File: config.mk
export PLATFORM = sky130hd
export DESIGN_NAME = smc_reset_mode_ctrl
export DESIGN_NICKNAME = d
export VERILOG_FILES = /design/src/smc_pkg.sv /design/src/smc_reset_sync.sv /design/src/smc_mode_decode.sv /design/src/smc_reset_mode_ctrl.sv
export SDC_FILE = /design/constraint.sdc
export NUM_CORES = 1
export LEC_CHECK = 0
export BUFFER_PORTS_ARGS = -buffer_cell sky130_fd_sc_hd__buf_2
export CAP_MARGIN = 10
export CORE_ASPECT_RATIO = 0.9
export CORE_UTILIZATION = 30
export CTS_CLUSTER_SIZE = 30
export DETAILED_ROUTE_END_ITERATION = 12
export PLACE_DENSITY = 0.59
export SETUP_SLACK_MARGIN = 0.5
export SYNTH_ARGS = -nofsm -noshare
export SYNTH_HDL_FRONTEND = slang
export SYNTH_HIERARCHICAL = 1
export SYNTH_SLANG_ARGS = --single-unit
File: constraint.sdc
create_clock -name clk_in -period 5.6 [get_ports clk_in]
set_input_delay 0.56 -clock clk_in [delete_from_list [all_inputs] [get_ports clk_in]]
set_output_delay 0.56 -clock clk_in [all_outputs]
set_load 0.01 [all_outputs]
File: src/smc_pkg.sv
/*
 * constants, types and register map shared by the switch reset and mode control block.
 * assumes a single 250 MHz clock domain and a 32-bit APB register port.
 */
package smc_pkg;

    // register byte offsets
    localparam logic [7:0] SMC_CTRL_OFFSET    = 8'h00;
    localparam logic [7:0] SMC_STATUS_OFFSET  = 8'h04;
    localparam logic [7:0] SMC_SCRATCH_OFFSET = 8'h08;

    // switch_control_reg fields
    localparam int         SMC_CTRL_HALT_BIT  = 0;

    // status register fields
    localparam int         SMC_STAT_CODE_LSB  = 0;
    localparam int         SMC_STAT_MODE_LSB  = 4;
    localparam int         SMC_STAT_STATE_LSB = 12;

    // reset values
    localparam logic [31:0] SMC_SCRATCH_RESET = 32'h0000_0000;
    localparam logic [3:0]  SMC_CODE_RESET    = 4'h0;

    // reset release synchroniser depth
    localparam int          SMC_SYNC_STAGES   = 2;

    // switch mode selection codes
    localparam logic [3:0] SMC_SW_SINGLE          = 4'h0;
    localparam logic [3:0] SMC_SW_SINGLE_EE       = 4'h1;
    localparam logic [3:0] SMC_SW_SINGLE_JUMP0    = 4'h2;
    localparam logic [3:0] SMC_SW_SINGLE_JUMP1    = 4'h3;
    localparam logic [3:0] SMC_SW_LOWLAT          = 4'h8;
    localparam logic [3:0] SMC_SW_LOWLAT_EE       = 4'h9;
    localparam logic [3:0] SMC_SW_MULTI_UNATT     = 4'ha;
    localparam logic [3:0] SMC_SW_MULTI_UNATT_I2C = 4'hb;
    localparam logic [3:0] SMC_SW_MULTI_UNATT_EE  = 4'hc;
    localparam logic [3:0] SMC_SW_MULTI_UNATT_BTH = 4'hd;
    localparam logic [3:0] SMC_SW_MULTI_DIS       = 4'he;
    localparam logic [3:0] SMC_SW_MULTI_DIS_EE    = 4'hf;

    typedef enum logic [1:0] {
        SMC_EE_NONE,
        SMC_EE_INIT,
        SMC_EE_JUMP0,
        SMC_EE_JUMP1
    } smc_eeprom_t;

    typedef struct packed {
        logic        multi_partition;
        logic        ports_disabled;
        smc_eeprom_t eeprom_load;
        logic        reduced_latency;
        logic        i2c_reset;
        logic        reserved_code;
    } smc_mode_t;

    localparam smc_mode_t SMC_MODE_RESET = '0;

    typedef enum logic [1:0] {
        SMC_ST_CAPTURE,
        SMC_ST_HALT,
        SMC_ST_RUN
    } smc_state_t;

endpackage

File: src/smc_reset_sync.sv
/*
 * reset synchroniser: asserts asynchronously, releases with the clock.
 * assumes resetn_in may change at any time relative to clk_in.
 */
`timescale 1ns/1ps
module smc_reset_sync (
    input  wire logic clk_in,
    input  wire logic resetn_in,
    output logic      rst_n_out
);

    logic [smc_pkg::SMC_SYNC_STAGES-1:0] stage;
    logic [smc_pkg::SMC_SYNC_STAGES-1:0] next_stage;

    always_comb begin
        next_stage = {stage[smc_pkg::SMC_SYNC_STAGES-2:0], 1'b1};
    end

    always_ff @(posedge clk_in or negedge resetn_in) begin
        if (!resetn_in) begin
            stage <= '0;
        end else begin
            stage <= next_stage;
        end
    end

    assign rst_n_out = stage[smc_pkg::SMC_SYNC_STAGES-1];

endmodule

File: src/smc_mode_decode.sv
/*
 * captures the switch mode straps once and decodes them into held mode fields.
 * assumes capture_in is high for one cycle right after reset release.
 */
`timescale 1ns/1ps
module smc_mode_decode (
    input  wire logic        clk_in,
    input  wire logic        rst_n_in,
    input  wire logic        capture_in,
    input  wire logic [3:0]  mode_select_in,
    output smc_pkg::smc_mode_t mode_out,
    output logic [3:0]       code_out
);

    smc_pkg::smc_mode_t next_mode;
    logic [3:0]         next_code;

    always_comb begin
        next_mode = mode_out;
        next_code = code_out;
        if (capture_in) begin
            next_code = mode_select_in;
            next_mode = smc_pkg::SMC_MODE_RESET;
            unique case (mode_select_in)
                smc_pkg::SMC_SW_SINGLE: begin
                    next_mode.eeprom_load = smc_pkg::SMC_EE_NONE;
                end
                smc_pkg::SMC_SW_SINGLE_EE: begin
                    next_mode.eeprom_load = smc_pkg::SMC_EE_INIT;
                end
                smc_pkg::SMC_SW_SINGLE_JUMP0: begin
                    next_mode.eeprom_load = smc_pkg::SMC_EE_JUMP0;
                end
                smc_pkg::SMC_SW_SINGLE_JUMP1: begin
                    next_mode.eeprom_load = smc_pkg::SMC_EE_JUMP1;
                end
                smc_pkg::SMC_SW_LOWLAT: begin
                    next_mode.reduced_latency = 1'b1;
                end
                smc_pkg::SMC_SW_LOWLAT_EE: begin
                    next_mode.reduced_latency = 1'b1;
                    next_mode.eeprom_load     = smc_pkg::SMC_EE_INIT;
                end
                smc_pkg::SMC_SW_MULTI_UNATT: begin
                    next_mode.multi_partition = 1'b1;
                end
                smc_pkg::SMC_SW_MULTI_UNATT_I2C: begin
                    next_mode.multi_partition = 1'b1;
                    next_mode.i2c_reset       = 1'b1;
                end
                smc_pkg::SMC_SW_MULTI_UNATT_EE: begin
                    next_mode.multi_partition = 1'b1;
                    next_mode.eeprom_load     = smc_pkg::SMC_EE_INIT;
                end
                smc_pkg::SMC_SW_MULTI_UNATT_BTH: begin
                    next_mode.multi_partition = 1'b1;
                    next_mode.i2c_reset       = 1'b1;
                    next_mode.eeprom_load     = smc_pkg::SMC_EE_INIT;
                end
                smc_pkg::SMC_SW_MULTI_DIS: begin
                    next_mode.multi_partition = 1'b1;
                    next_mode.ports_disabled  = 1'b1;
                end
                smc_pkg::SMC_SW_MULTI_DIS_EE: begin
                    next_mode.multi_partition = 1'b1;
                    next_mode.ports_disabled  = 1'b1;
                    next_mode.eeprom_load     = smc_pkg::SMC_EE_INIT;
                end
                // codes 4 to 7 only raise a flag; no operation is defined for them
                default: begin
                    next_mode.reserved_code = 1'b1;
                end
            endcase
        end
    end

    always_ff @(posedge clk_in or negedge rst_n_in) begin
        if (!rst_n_in) begin
            mode_out <= smc_pkg::SMC_MODE_RESET;
            code_out <= smc_pkg::SMC_CODE_RESET;
        end else begin
            mode_out <= next_mode;
            code_out <= next_code;
        end
    end
endmodule

File: src/smc_reset_mode_ctrl.sv
/*
 * top of the switch reset and mode control block: reset release, strap capture,
 * reset-halt quasi-reset state and the APB register port that software uses.
 * assumes all inputs synchronous to clk_in and straps static after reset release.
 */
// Decided for this implementation: the APB slave port and the register addresses.
// Summary of operation
// - while fundamental reset is low, every flip-flop stays in its reset value
// - halt asserted at reset release enters quasi-reset, register port stays active
// - register reads and writes are accepted in quasi-reset before normal operation
// - quasi-reset ends only when software writes zero to the halt bit
// - codes 0 to 3: single partition, no load, load, jump 0, jump 1
// - code 8 reduced latency single partition; code 9 adds EEPROM load
// - codes A to D: multi-partition unattached, with I2C reset and/or load
// - code E multi-partition disabled ports; code F adds EEPROM load
`timescale 1ns/1ps
module smc_reset_mode_ctrl (
    input  wire logic         clk_in,
    input  wire logic         resetn_in,
    input  wire logic         reset_halt_request_in,
    input  wire logic [3:0]   switch_mode_select_in,
    input  wire logic         psel_in,
    input  wire logic         penable_in,
    input  wire logic         pwrite_in,
    input  wire logic [7:0]   paddr_in,
    input  wire logic [31:0]  pwdata_in,
    output logic [31:0]       prdata_out,
    output logic              pready_out,
    output logic              pslverr_out,
    output logic              quasi_reset_out,
    output logic              switch_run_out,
    output logic              smbus_active_out,
    output smc_pkg::smc_mode_t mode_out,
    output logic [3:0]        mode_code_out
);

    logic                rst_n;
    smc_pkg::smc_state_t state;
    smc_pkg::smc_state_t next_state;
    logic                halt_bit;
    logic                next_halt_bit;
    logic [31:0]         scratch;
    logic [31:0]         next_scratch;
    logic [31:0]         next_prdata;
    logic                next_pready;
    logic                next_pslverr;
    logic                next_quasi;
    logic                next_run;
    logic                next_smbus;
    logic                capture;
    logic                setup_phase;
    logic                access;
    logic                wr_ctrl;
    logic                wr_scratch;
    logic [31:0]         status_word;
    logic                mapped_addr;

    // the fundamental reset clears everything at once; release is synchronised
    smc_reset_sync u_reset_sync (
        .clk_in    (clk_in),
        .resetn_in (resetn_in),
        .rst_n_out (rst_n)
    );

    assign capture = (state == smc_pkg::SMC_ST_CAPTURE);

    smc_mode_decode u_mode_decode (
        .clk_in         (clk_in),
        .rst_n_in       (rst_n),
        .capture_in     (capture),
        .mode_select_in (switch_mode_select_in),
        .mode_out       (mode_out),
        .code_out       (mode_code_out)
    );

    // apb phases; pready is raised for exactly the first access cycle
    assign setup_phase = psel_in && !penable_in;
    assign access      = psel_in && penable_in && pready_out;
    assign wr_ctrl     = access && pwrite_in && (paddr_in == smc_pkg::SMC_CTRL_OFFSET);
    assign wr_scratch  = access && pwrite_in && (paddr_in == smc_pkg::SMC_SCRATCH_OFFSET);

    // only watched by the assertions; the decode below keeps its own case list
    assign mapped_addr = (paddr_in == smc_pkg::SMC_CTRL_OFFSET)
                      || (paddr_in == smc_pkg::SMC_STATUS_OFFSET)
                      || (paddr_in == smc_pkg::SMC_SCRATCH_OFFSET);

    always_comb begin
        status_word = 32'h0000_0000;
        status_word[smc_pkg::SMC_STAT_CODE_LSB +: 4] = mode_code_out;
        status_word[smc_pkg::SMC_STAT_MODE_LSB +: $bits(smc_pkg::smc_mode_t)] = mode_out;
        status_word[smc_pkg::SMC_STAT_STATE_LSB +: 2] = state;
    end

    // register port: served in every state, quasi-reset included
    always_comb begin
        next_pready  = setup_phase;
        next_prdata  = 32'h0000_0000;
        next_pslverr = 1'b0;
        next_scratch = scratch;
        if (setup_phase) begin
            unique case (paddr_in)
                smc_pkg::SMC_CTRL_OFFSET: begin
                    next_prdata[smc_pkg::SMC_CTRL_HALT_BIT] = halt_bit;
                end
                smc_pkg::SMC_STATUS_OFFSET: begin
                    next_prdata = status_word;
                end
                smc_pkg::SMC_SCRATCH_OFFSET: begin
                    next_prdata = scratch;
                end
                default: begin
                    next_pslverr = 1'b1;
                end
            endcase
        end else if (access) begin
            // answer stays on the bus through the access cycle
            next_prdata  = prdata_out;
            next_pslverr = pslverr_out;
        end
        if (wr_scratch) begin
            next_scratch = pwdata_in;
        end
    end

    // halt bit: hardware sets it only when sampling the halt input; software may clear it
    always_comb begin
        next_halt_bit = halt_bit;
        if (capture) begin
            next_halt_bit = reset_halt_request_in;
        end else if (wr_ctrl && !pwdata_in[smc_pkg::SMC_CTRL_HALT_BIT]) begin
            next_halt_bit = 1'b0;
        end
    end

    // capture lasts one cycle: the first edge after release always leaves it,
    // so the straps and the halt input are looked at exactly once per reset
    always_comb begin
        next_state = state;
        unique case (state)
            smc_pkg::SMC_ST_CAPTURE: begin
                next_state = reset_halt_request_in ? smc_pkg::SMC_ST_HALT
                                                   : smc_pkg::SMC_ST_RUN;
            end
            smc_pkg::SMC_ST_HALT: begin
                if (!halt_bit) begin
                    next_state = smc_pkg::SMC_ST_RUN;
                end
            end
            smc_pkg::SMC_ST_RUN: begin
                next_state = smc_pkg::SMC_ST_RUN;
            end
            default: begin
                next_state = smc_pkg::SMC_ST_CAPTURE;
            end
        endcase
        next_quasi = (next_state == smc_pkg::SMC_ST_HALT);
        next_run   = (next_state == smc_pkg::SMC_ST_RUN);
        next_smbus = (next_state != smc_pkg::SMC_ST_CAPTURE);
    end

    always_ff @(posedge clk_in or negedge rst_n) begin
        if (!rst_n) begin
            state            <= smc_pkg::SMC_ST_CAPTURE;
            halt_bit         <= 1'b0;
            scratch          <= smc_pkg::SMC_SCRATCH_RESET;
            prdata_out       <= 32'h0000_0000;
            pready_out       <= 1'b0;
            pslverr_out      <= 1'b0;
            quasi_reset_out  <= 1'b0;
            switch_run_out   <= 1'b0;
            smbus_active_out <= 1'b0;
        end else begin
            state            <= next_state;
            halt_bit         <= next_halt_bit;
            scratch          <= next_scratch;
            prdata_out       <= next_prdata;
            pready_out       <= next_pready;
            pslverr_out      <= next_pslverr;
            quasi_reset_out  <= next_quasi;
            switch_run_out   <= next_run;
            smbus_active_out <= next_smbus;
        end
    end
endmodule

After elaboration in Yosys (flattened, before gate mapping)
Cells that the tools add are included.
{"block": "word_totals", "register_bits": 85, "word_cells": 74, "inputBits": 50}
{"block": "op_classes", "n_mux": 18, "reduce_logical": 21, "eq_ne": 18}
{"op": "$mux W32", "count": 2}
{"op": "$pmux W31 S2", "count": 1}
{"op": "$eq A4 B4 Y1 const B", "count": 8}
{"op": "$pmux W2 S3", "count": 2}
{"op": "$reduce_or A12 Y1", "count": 1}
{"op": "$mux W1", "count": 10}
{"op": "$eq A4 B2 Y1 const B", "count": 2}
{"op": "$eq A8 B3 Y1 const B", "count": 1}
{"op": "$eq A8 B4 Y1 const B", "count": 1}
{"op": "$logic_not A8 Y1", "count": 1}
{"op": "$logic_and A1 B1 Y1", "count": 7}
{"op": "$reduce_or A2 Y1", "count": 3}
{"op": "$reduce_or A6 Y1", "count": 1}
{"op": "$reduce_or A5 Y1", "count": 1}
{"op": "$eq A2 B1 Y1 const B", "count": 2}
{"op": "$eq A2 B2 Y1 const B", "count": 2}
{"op": "$eq A4 B1 Y1 const B", "count": 1}
{"op": "$logic_not A4 Y1", "count": 1}
{"op": "$mux W2", "count": 2}
{"op": "$reduce_bool A2 Y1", "count": 2}
{"op": "$pmux W1 S3", "count": 1}
{"op": "$reduce_or A3 Y1", "count": 1}
{"op": "$logic_not A1 Y1", "count": 2}
{"op": "$logic_not A2 Y1", "count": 1}
{"op": "$ne A2 B2 Y1 const B", "count": 1}

Longest topological paths before layout
{"block": "depth", "depth_word": 7, "ltp_mapped": 6, "depth_no_buf": 3}

Cells and area by module
The synthesis kept the hierarchy.
{"module": "smc_reset_mode_ctrl", "n_inst": 1, "area_each_um2": 2847.7, "cells_per_inst": 191}
{"module": "smc_mode_decode", "n_inst": 1, "area_each_um2": 489.2, "cells_per_inst": 45}
{"module": "smc_reset_sync", "n_inst": 1, "area_each_um2": 53.8, "cells_per_inst": 3}

Worst setup path before layout
Ideal clock, no wire load.
{"block": "synth_path", "kind": "input-to-reg", "startpoint": "input paddr_in[5]", "endpoint": "register scratch[10]", "arrival_ns": 1.745, "path_stages": 5, "setup_ns": 0.125, "required_time_ns": 5.475, "slack_ns": 3.730, "cell_sequence": "nor4_2 and4_1 clkbuf_2 buf_4 mux2_2"}
{"block": "synth_via", "elab_chain_cells": 2}
{"element": "start, declared", "line": "smc_reset_mode_ctrl.sv:25", "text": "input wire logic [7:0] paddr_in,"}
{"element": "$eq A8 B4 Y1", "line": "smc_reset_mode_ctrl.sv:80", "text": "assign wr_scratch = access && pwrite_in && (paddr_in == smc_pkg::SMC_SCRATCH_OFFSET);"}
{"element": "$logic_and A1 B1 Y1", "line": "smc_reset_mode_ctrl.sv:80"}
{"element": "end signal, assigned", "line": "smc_reset_mode_ctrl.sv:165", "text": "scratch <= smc_pkg::SMC_SCRATCH_RESET;"}
{"element": "end signal, assigned", "line": "smc_reset_mode_ctrl.sv:175", "text": "scratch <= next_scratch;"}
{"element": "end, declared", "line": "smc_reset_mode_ctrl.sv:42", "text": "logic [31:0] scratch;"}
No other way between the ends.
A chain may end at the register's enable or synchronous reset.

Worst setup path after layout
{"block": "layout_path", "startpoint": "register pready_out", "endpoint": "register scratch[4]"}
{"block": "layout_via", "elab_chain_cells": 3}
{"element": "start, declared", "line": "smc_reset_mode_ctrl.sv:28", "text": "output logic pready_out,"}
{"element": "start signal, assigned", "line": "smc_reset_mode_ctrl.sv:177", "text": "pready_out <= next_pready;"}
{"element": "$logic_and A1 B1 Y1", "line": "smc_reset_mode_ctrl.sv:78", "text": "assign access = psel_in && penable_in && pready_out;"}
{"element": "$logic_and A1 B1 Y1 (2 in series)", "line": "smc_reset_mode_ctrl.sv:80"}
No other way between the ends.

==> implementation parameters <==
Parameter                              Value

Detailed routing
  Routed WL per cell    roughly 15 µm
  Total iterations of the first detailed-routing run    4
  Wire length reported by the detailed router    7520 µm
  Total number of vias    approximately 2300
  Routed wl met3    approximately 400 µm
  ANT nets after route    0
  Number of remaining DRC errors    0
  Detailed route wirelength on metal2    roughly 3200 µm
  DR iter-0 viols    slightly above 70
  Met1 wire length    3780 µm
  Top layer reached by signal wires    met4
  Vias per std cell    4.63

Floorplanning
  Effective utilization at floorplan    0.311
  Number of cell rows    36
  Die Height    about 100 µm
  Die footprint    around 12000 µm²
  Top-level port count    98
  Horiz. Die Dim    about 110 µm
  Floorplan Core Area    10900 µm²

Timing
  Number of setup violations in the final report    0
  Least setup slack across all paths after layout    between 3000 and 4000 ps
  Final period utilization    0.418
  Fin. max-slew vios    0
  Worst slew slack as a fraction of its limit    0.289
  Final Hold Viols    0
  Period minus WS final    around 2300 ps
  Maximum achievable frequency    between 400 and 500 MHz
  Tightest Pin Transition    1070 ps
  Sum Neg Setup Slack    0 ps
  Setup repair after global routing missed its margin    no
  Worst clock skew    5.25 ps

Clocking
  CTS max path bufs    2
  H-tree lvl count    3
  Total number of clock tree sinks    85
  Reg clk slew, reported paths    ~60 ps
  Number of buffers created by CTS    9
  Buffer cell driving the clock tree root    sky130_fd_sc_hd__clkbuf_16
  Clock latency on the worst-skew pair    330 ps
  Clock tree from TritonCTS    done

Finish
  Area growth from synthesis to layout    26.6%
  Layout fillers    around 1100
  Final core area utilization    0.394
  Post-layout net count    386
  Antenna fix cells    0
  Fraction of final layout cells sized beyond drive strength 1    0.493
  Final non-filler cell total    ~490
  Commonest non-fill, non-tap cell in the layout    sky130_fd_sc_hd__buf_2
  Footprint of the multi-input gates    about 1100 µm²
  Commonest cells after routing, fill and taps aside    sky130_fd_sc_hd__buf_2, sky130_fd_sc_hd__dfrtp_1, sky130_fd_sc_hd__mux2_2
  Register area    between 2000 and 2500 µm²

Synthesis
  Synthesis-stage register bit count    85
  Sequential element share of the synthesized area    0.627
  Syn. warnings    6
  Commonest register cell after synthesis    sky130_fd_sc_hd__dfrtp_1
  Syn Nets    between 200 and 300
  Count of flip-flops with a built-in enable after synthesis    0
  Synthesized netlist cell count    roughly 240
  Distinct cells, synth    37
  Avg Synthesized Cell Area    about 14 µm²
  Cell Area, Synth    ~3400 µm²
  Share of synthesized flip-flops with an asynchronous set or reset    1.00

Placement
  HPWL Detailed    4890 µm
  Final weighted congestion in routability-driven placement    0.735
  Cell total after placement    around 480
  IO Port Bufs    97
  Setup WS pre-CTS    approximately 2900 ps

Critical path
  Crit-path leading delay family    simple AND/OR/NAND/NOR gates
  Worst endpoint required time    about 5800 ps
  Type of origin of the critical path    flip-flop
  Crit. Startpoint    pready_out
  Slowest cell on the critical path    sky130_fd_sc_hd__and4_2
  Chain of cells forming the critical path    and3_1 -> buf_4 -> and4_2 -> mux2_2
  Cell count along the critical path    4
  Register-to-Register Path Depth    4
  Data arrival time at the worst-slack endpoint    about 2600 ps
  Critical Path Max Stage Delay    a little over 900 ps
  Buf/Inv on CP    1
  Worst Setup Path Type    reg -> reg
  Endpoint kind of the worst setup timing path    flip-flop
  Worst-path fanout max    35
  Worst reg2reg path startpoint    pready_out

Power
  Int Pwr    1.10 mW
  Switching Share    0.253
  Logic pwr share    0.114
  Power Dens Cells    about 340 nW/µm²
  Worst ir drop on vdd    between 0.0001 and 0.00015 V
  Sequential fraction of design power    0.488
  Net switching power    ~370 µW
  Clock share of power    0.398
  Static leakage    roughly 2.2 nW

Global routing
  Via count of the first global-routing pass    2209
  Antenna violations before repair    0
  First-pass GRT wire length    roughly 12000 µm
  Remaining global-route overflow    0
  Total Routing Usage GR    0.137
  Largest net degree at the start of global routing    84

Min path
  Min-Delay Path Class    reg -> reg
  Worst Hold Launch    u_reset_sync/stage[0]
  Cell depth of the worst hold path    0

Run status
  Outcome    complete, no violations

Job
  Max-cap viol count    0
sequential cells by signal (all words and copies together), names as in the netlist, 2 cells and up:
register	count
u_mode_decode/code_out	4
u_mode_decode/mode_out	7
scratch	32
state	2
u_reset_sync/stage	2
prdata_out	32
power groups by stage:
stage | logic [mW] | clock network (mW) | registers [mW]
6_report | 0.168 | 0.587 | 0.718
5_1_grt | 0.185 | 0.636 | 0.729
4_1_cts | 0.171 | 0.605 | 0.719
3_5_place_dp | 0.170 | 0 | 0.729
3_3_place_gp | 0.168 | 0 | 0.729
2_1_floorplan | 0.0755 | 0 | 0.734
layer usage:
metal | GRT usage | up-vias
met1 | 0.201 | 1139
met2 | 0.186 | 68
li1 | - | 1068
met5 | 0 | -
met3 | 0.0306 | 8
met4 | 0.0779 | 0
timing repair:
action	CTS	global route
endpoints found under the hold margin	2	0
gates resized for setup	0	0
buffers inserted	0	0
setup endpoints to repair	0	0
hold buffers	1	0
synthesized netlist by cell type (2+ instances only):
master / instances / share of area
sky130_fd_sc_hd__nor3_1: 2 / 0.0030
sky130_fd_sc_hd__nand3b_1: 2 / 0.0044
sky130_fd_sc_hd__mux2i_1: 3 / 0.0089
sky130_fd_sc_hd__nor2b_1: 2 / 0.0037
sky130_fd_sc_hd__nor2_1: 5 / 0.0055
sky130_fd_sc_hd__and2_1: 12 / 0.022
sky130_fd_sc_hd__mux2_2: 34 / 0.11
sky130_fd_sc_hd__o22ai_1: 4 / 0.0074
sky130_fd_sc_hd__dfrtp_1: 85 / 0.63
sky130_fd_sc_hd__buf_4: 5 / 0.011
sky130_fd_sc_hd__a22o_1: 20 / 0.052
sky130_fd_sc_hd__a221o_2: 12 / 0.040
sky130_fd_sc_hd__nand2_1: 6 / 0.0066
sky130_fd_sc_hd__buf_6: 4 / 0.013
sky130_fd_sc_hd__nand3_1: 3 / 0.0044
sky130_fd_sc_hd__inv_1: 10 / 0.011
sky130_fd_sc_hd__clkbuf_1: 5 / 0.0055
sky130_fd_sc_hd__and4_1: 2 / 0.0052
sky130_fd_sc_hd__o21ai_0: 3 / 0.0044
sky130_fd_sc_hd__a21oi_1: 3 / 0.0044
logic make-up after synthesis:
group / Yosys count / synth area share
xor gates and xnor gates: 1 / 0.00258
AOI/OAI and AO/OA: 48 / 0.124
and+or+nand+nor: 41 / 0.0775
muxes: 38 / 0.125
other: 1 / 0.00111
buffers and inverters: 25 / 0.0424
DFF: 85 / 0.627
worst paths after layout:
path | endpoint | slack, ps
max in group asynchronous | scratch[14] | 4390
min in group asynchronous | u_reset_sync/stage[1] | 540
hold reg to reg | u_reset_sync/stage[1] | 350
setup reg to reg | scratch[4] | 3260
hold / removal | u_reset_sync/stage[1] | 350
setup / recovery | scratch[4] | 3260
per-stage QoR:
| stage | total power [mW] | hold WS (ps) | cell area (µm²) |
|---|---|---|---|
| global placement | 0.896 | 336 | 3990 |
| detailed placement | 0.899 | 340 | 3990 |
| floorplan | 0.809 | 264 | 3390 |
| CTS | 1.50 | 354 | 4290 |
| global route | 1.55 | 380 | 4290 |
| finish | 1.47 | 352 | 4290 |
worst reg2reg max path, delay by kind of cell (launching register included):
family | cells | cell delay, ps
mux | 1 | 430
simple gates | 2 | 1090
flops | 1 | 350
buf+inv | 1 | 360
final cells by class:
type	instances	area share
sequential	85	0.497
timing repair buffer	101	0.121
multi-input combinational	129	0.261
tap	152	0.0443
clock inverter	4	0.0111
inverter	10	0.00875
clock buffer	12	0.0574
Power figures use the tool's default switching activity.
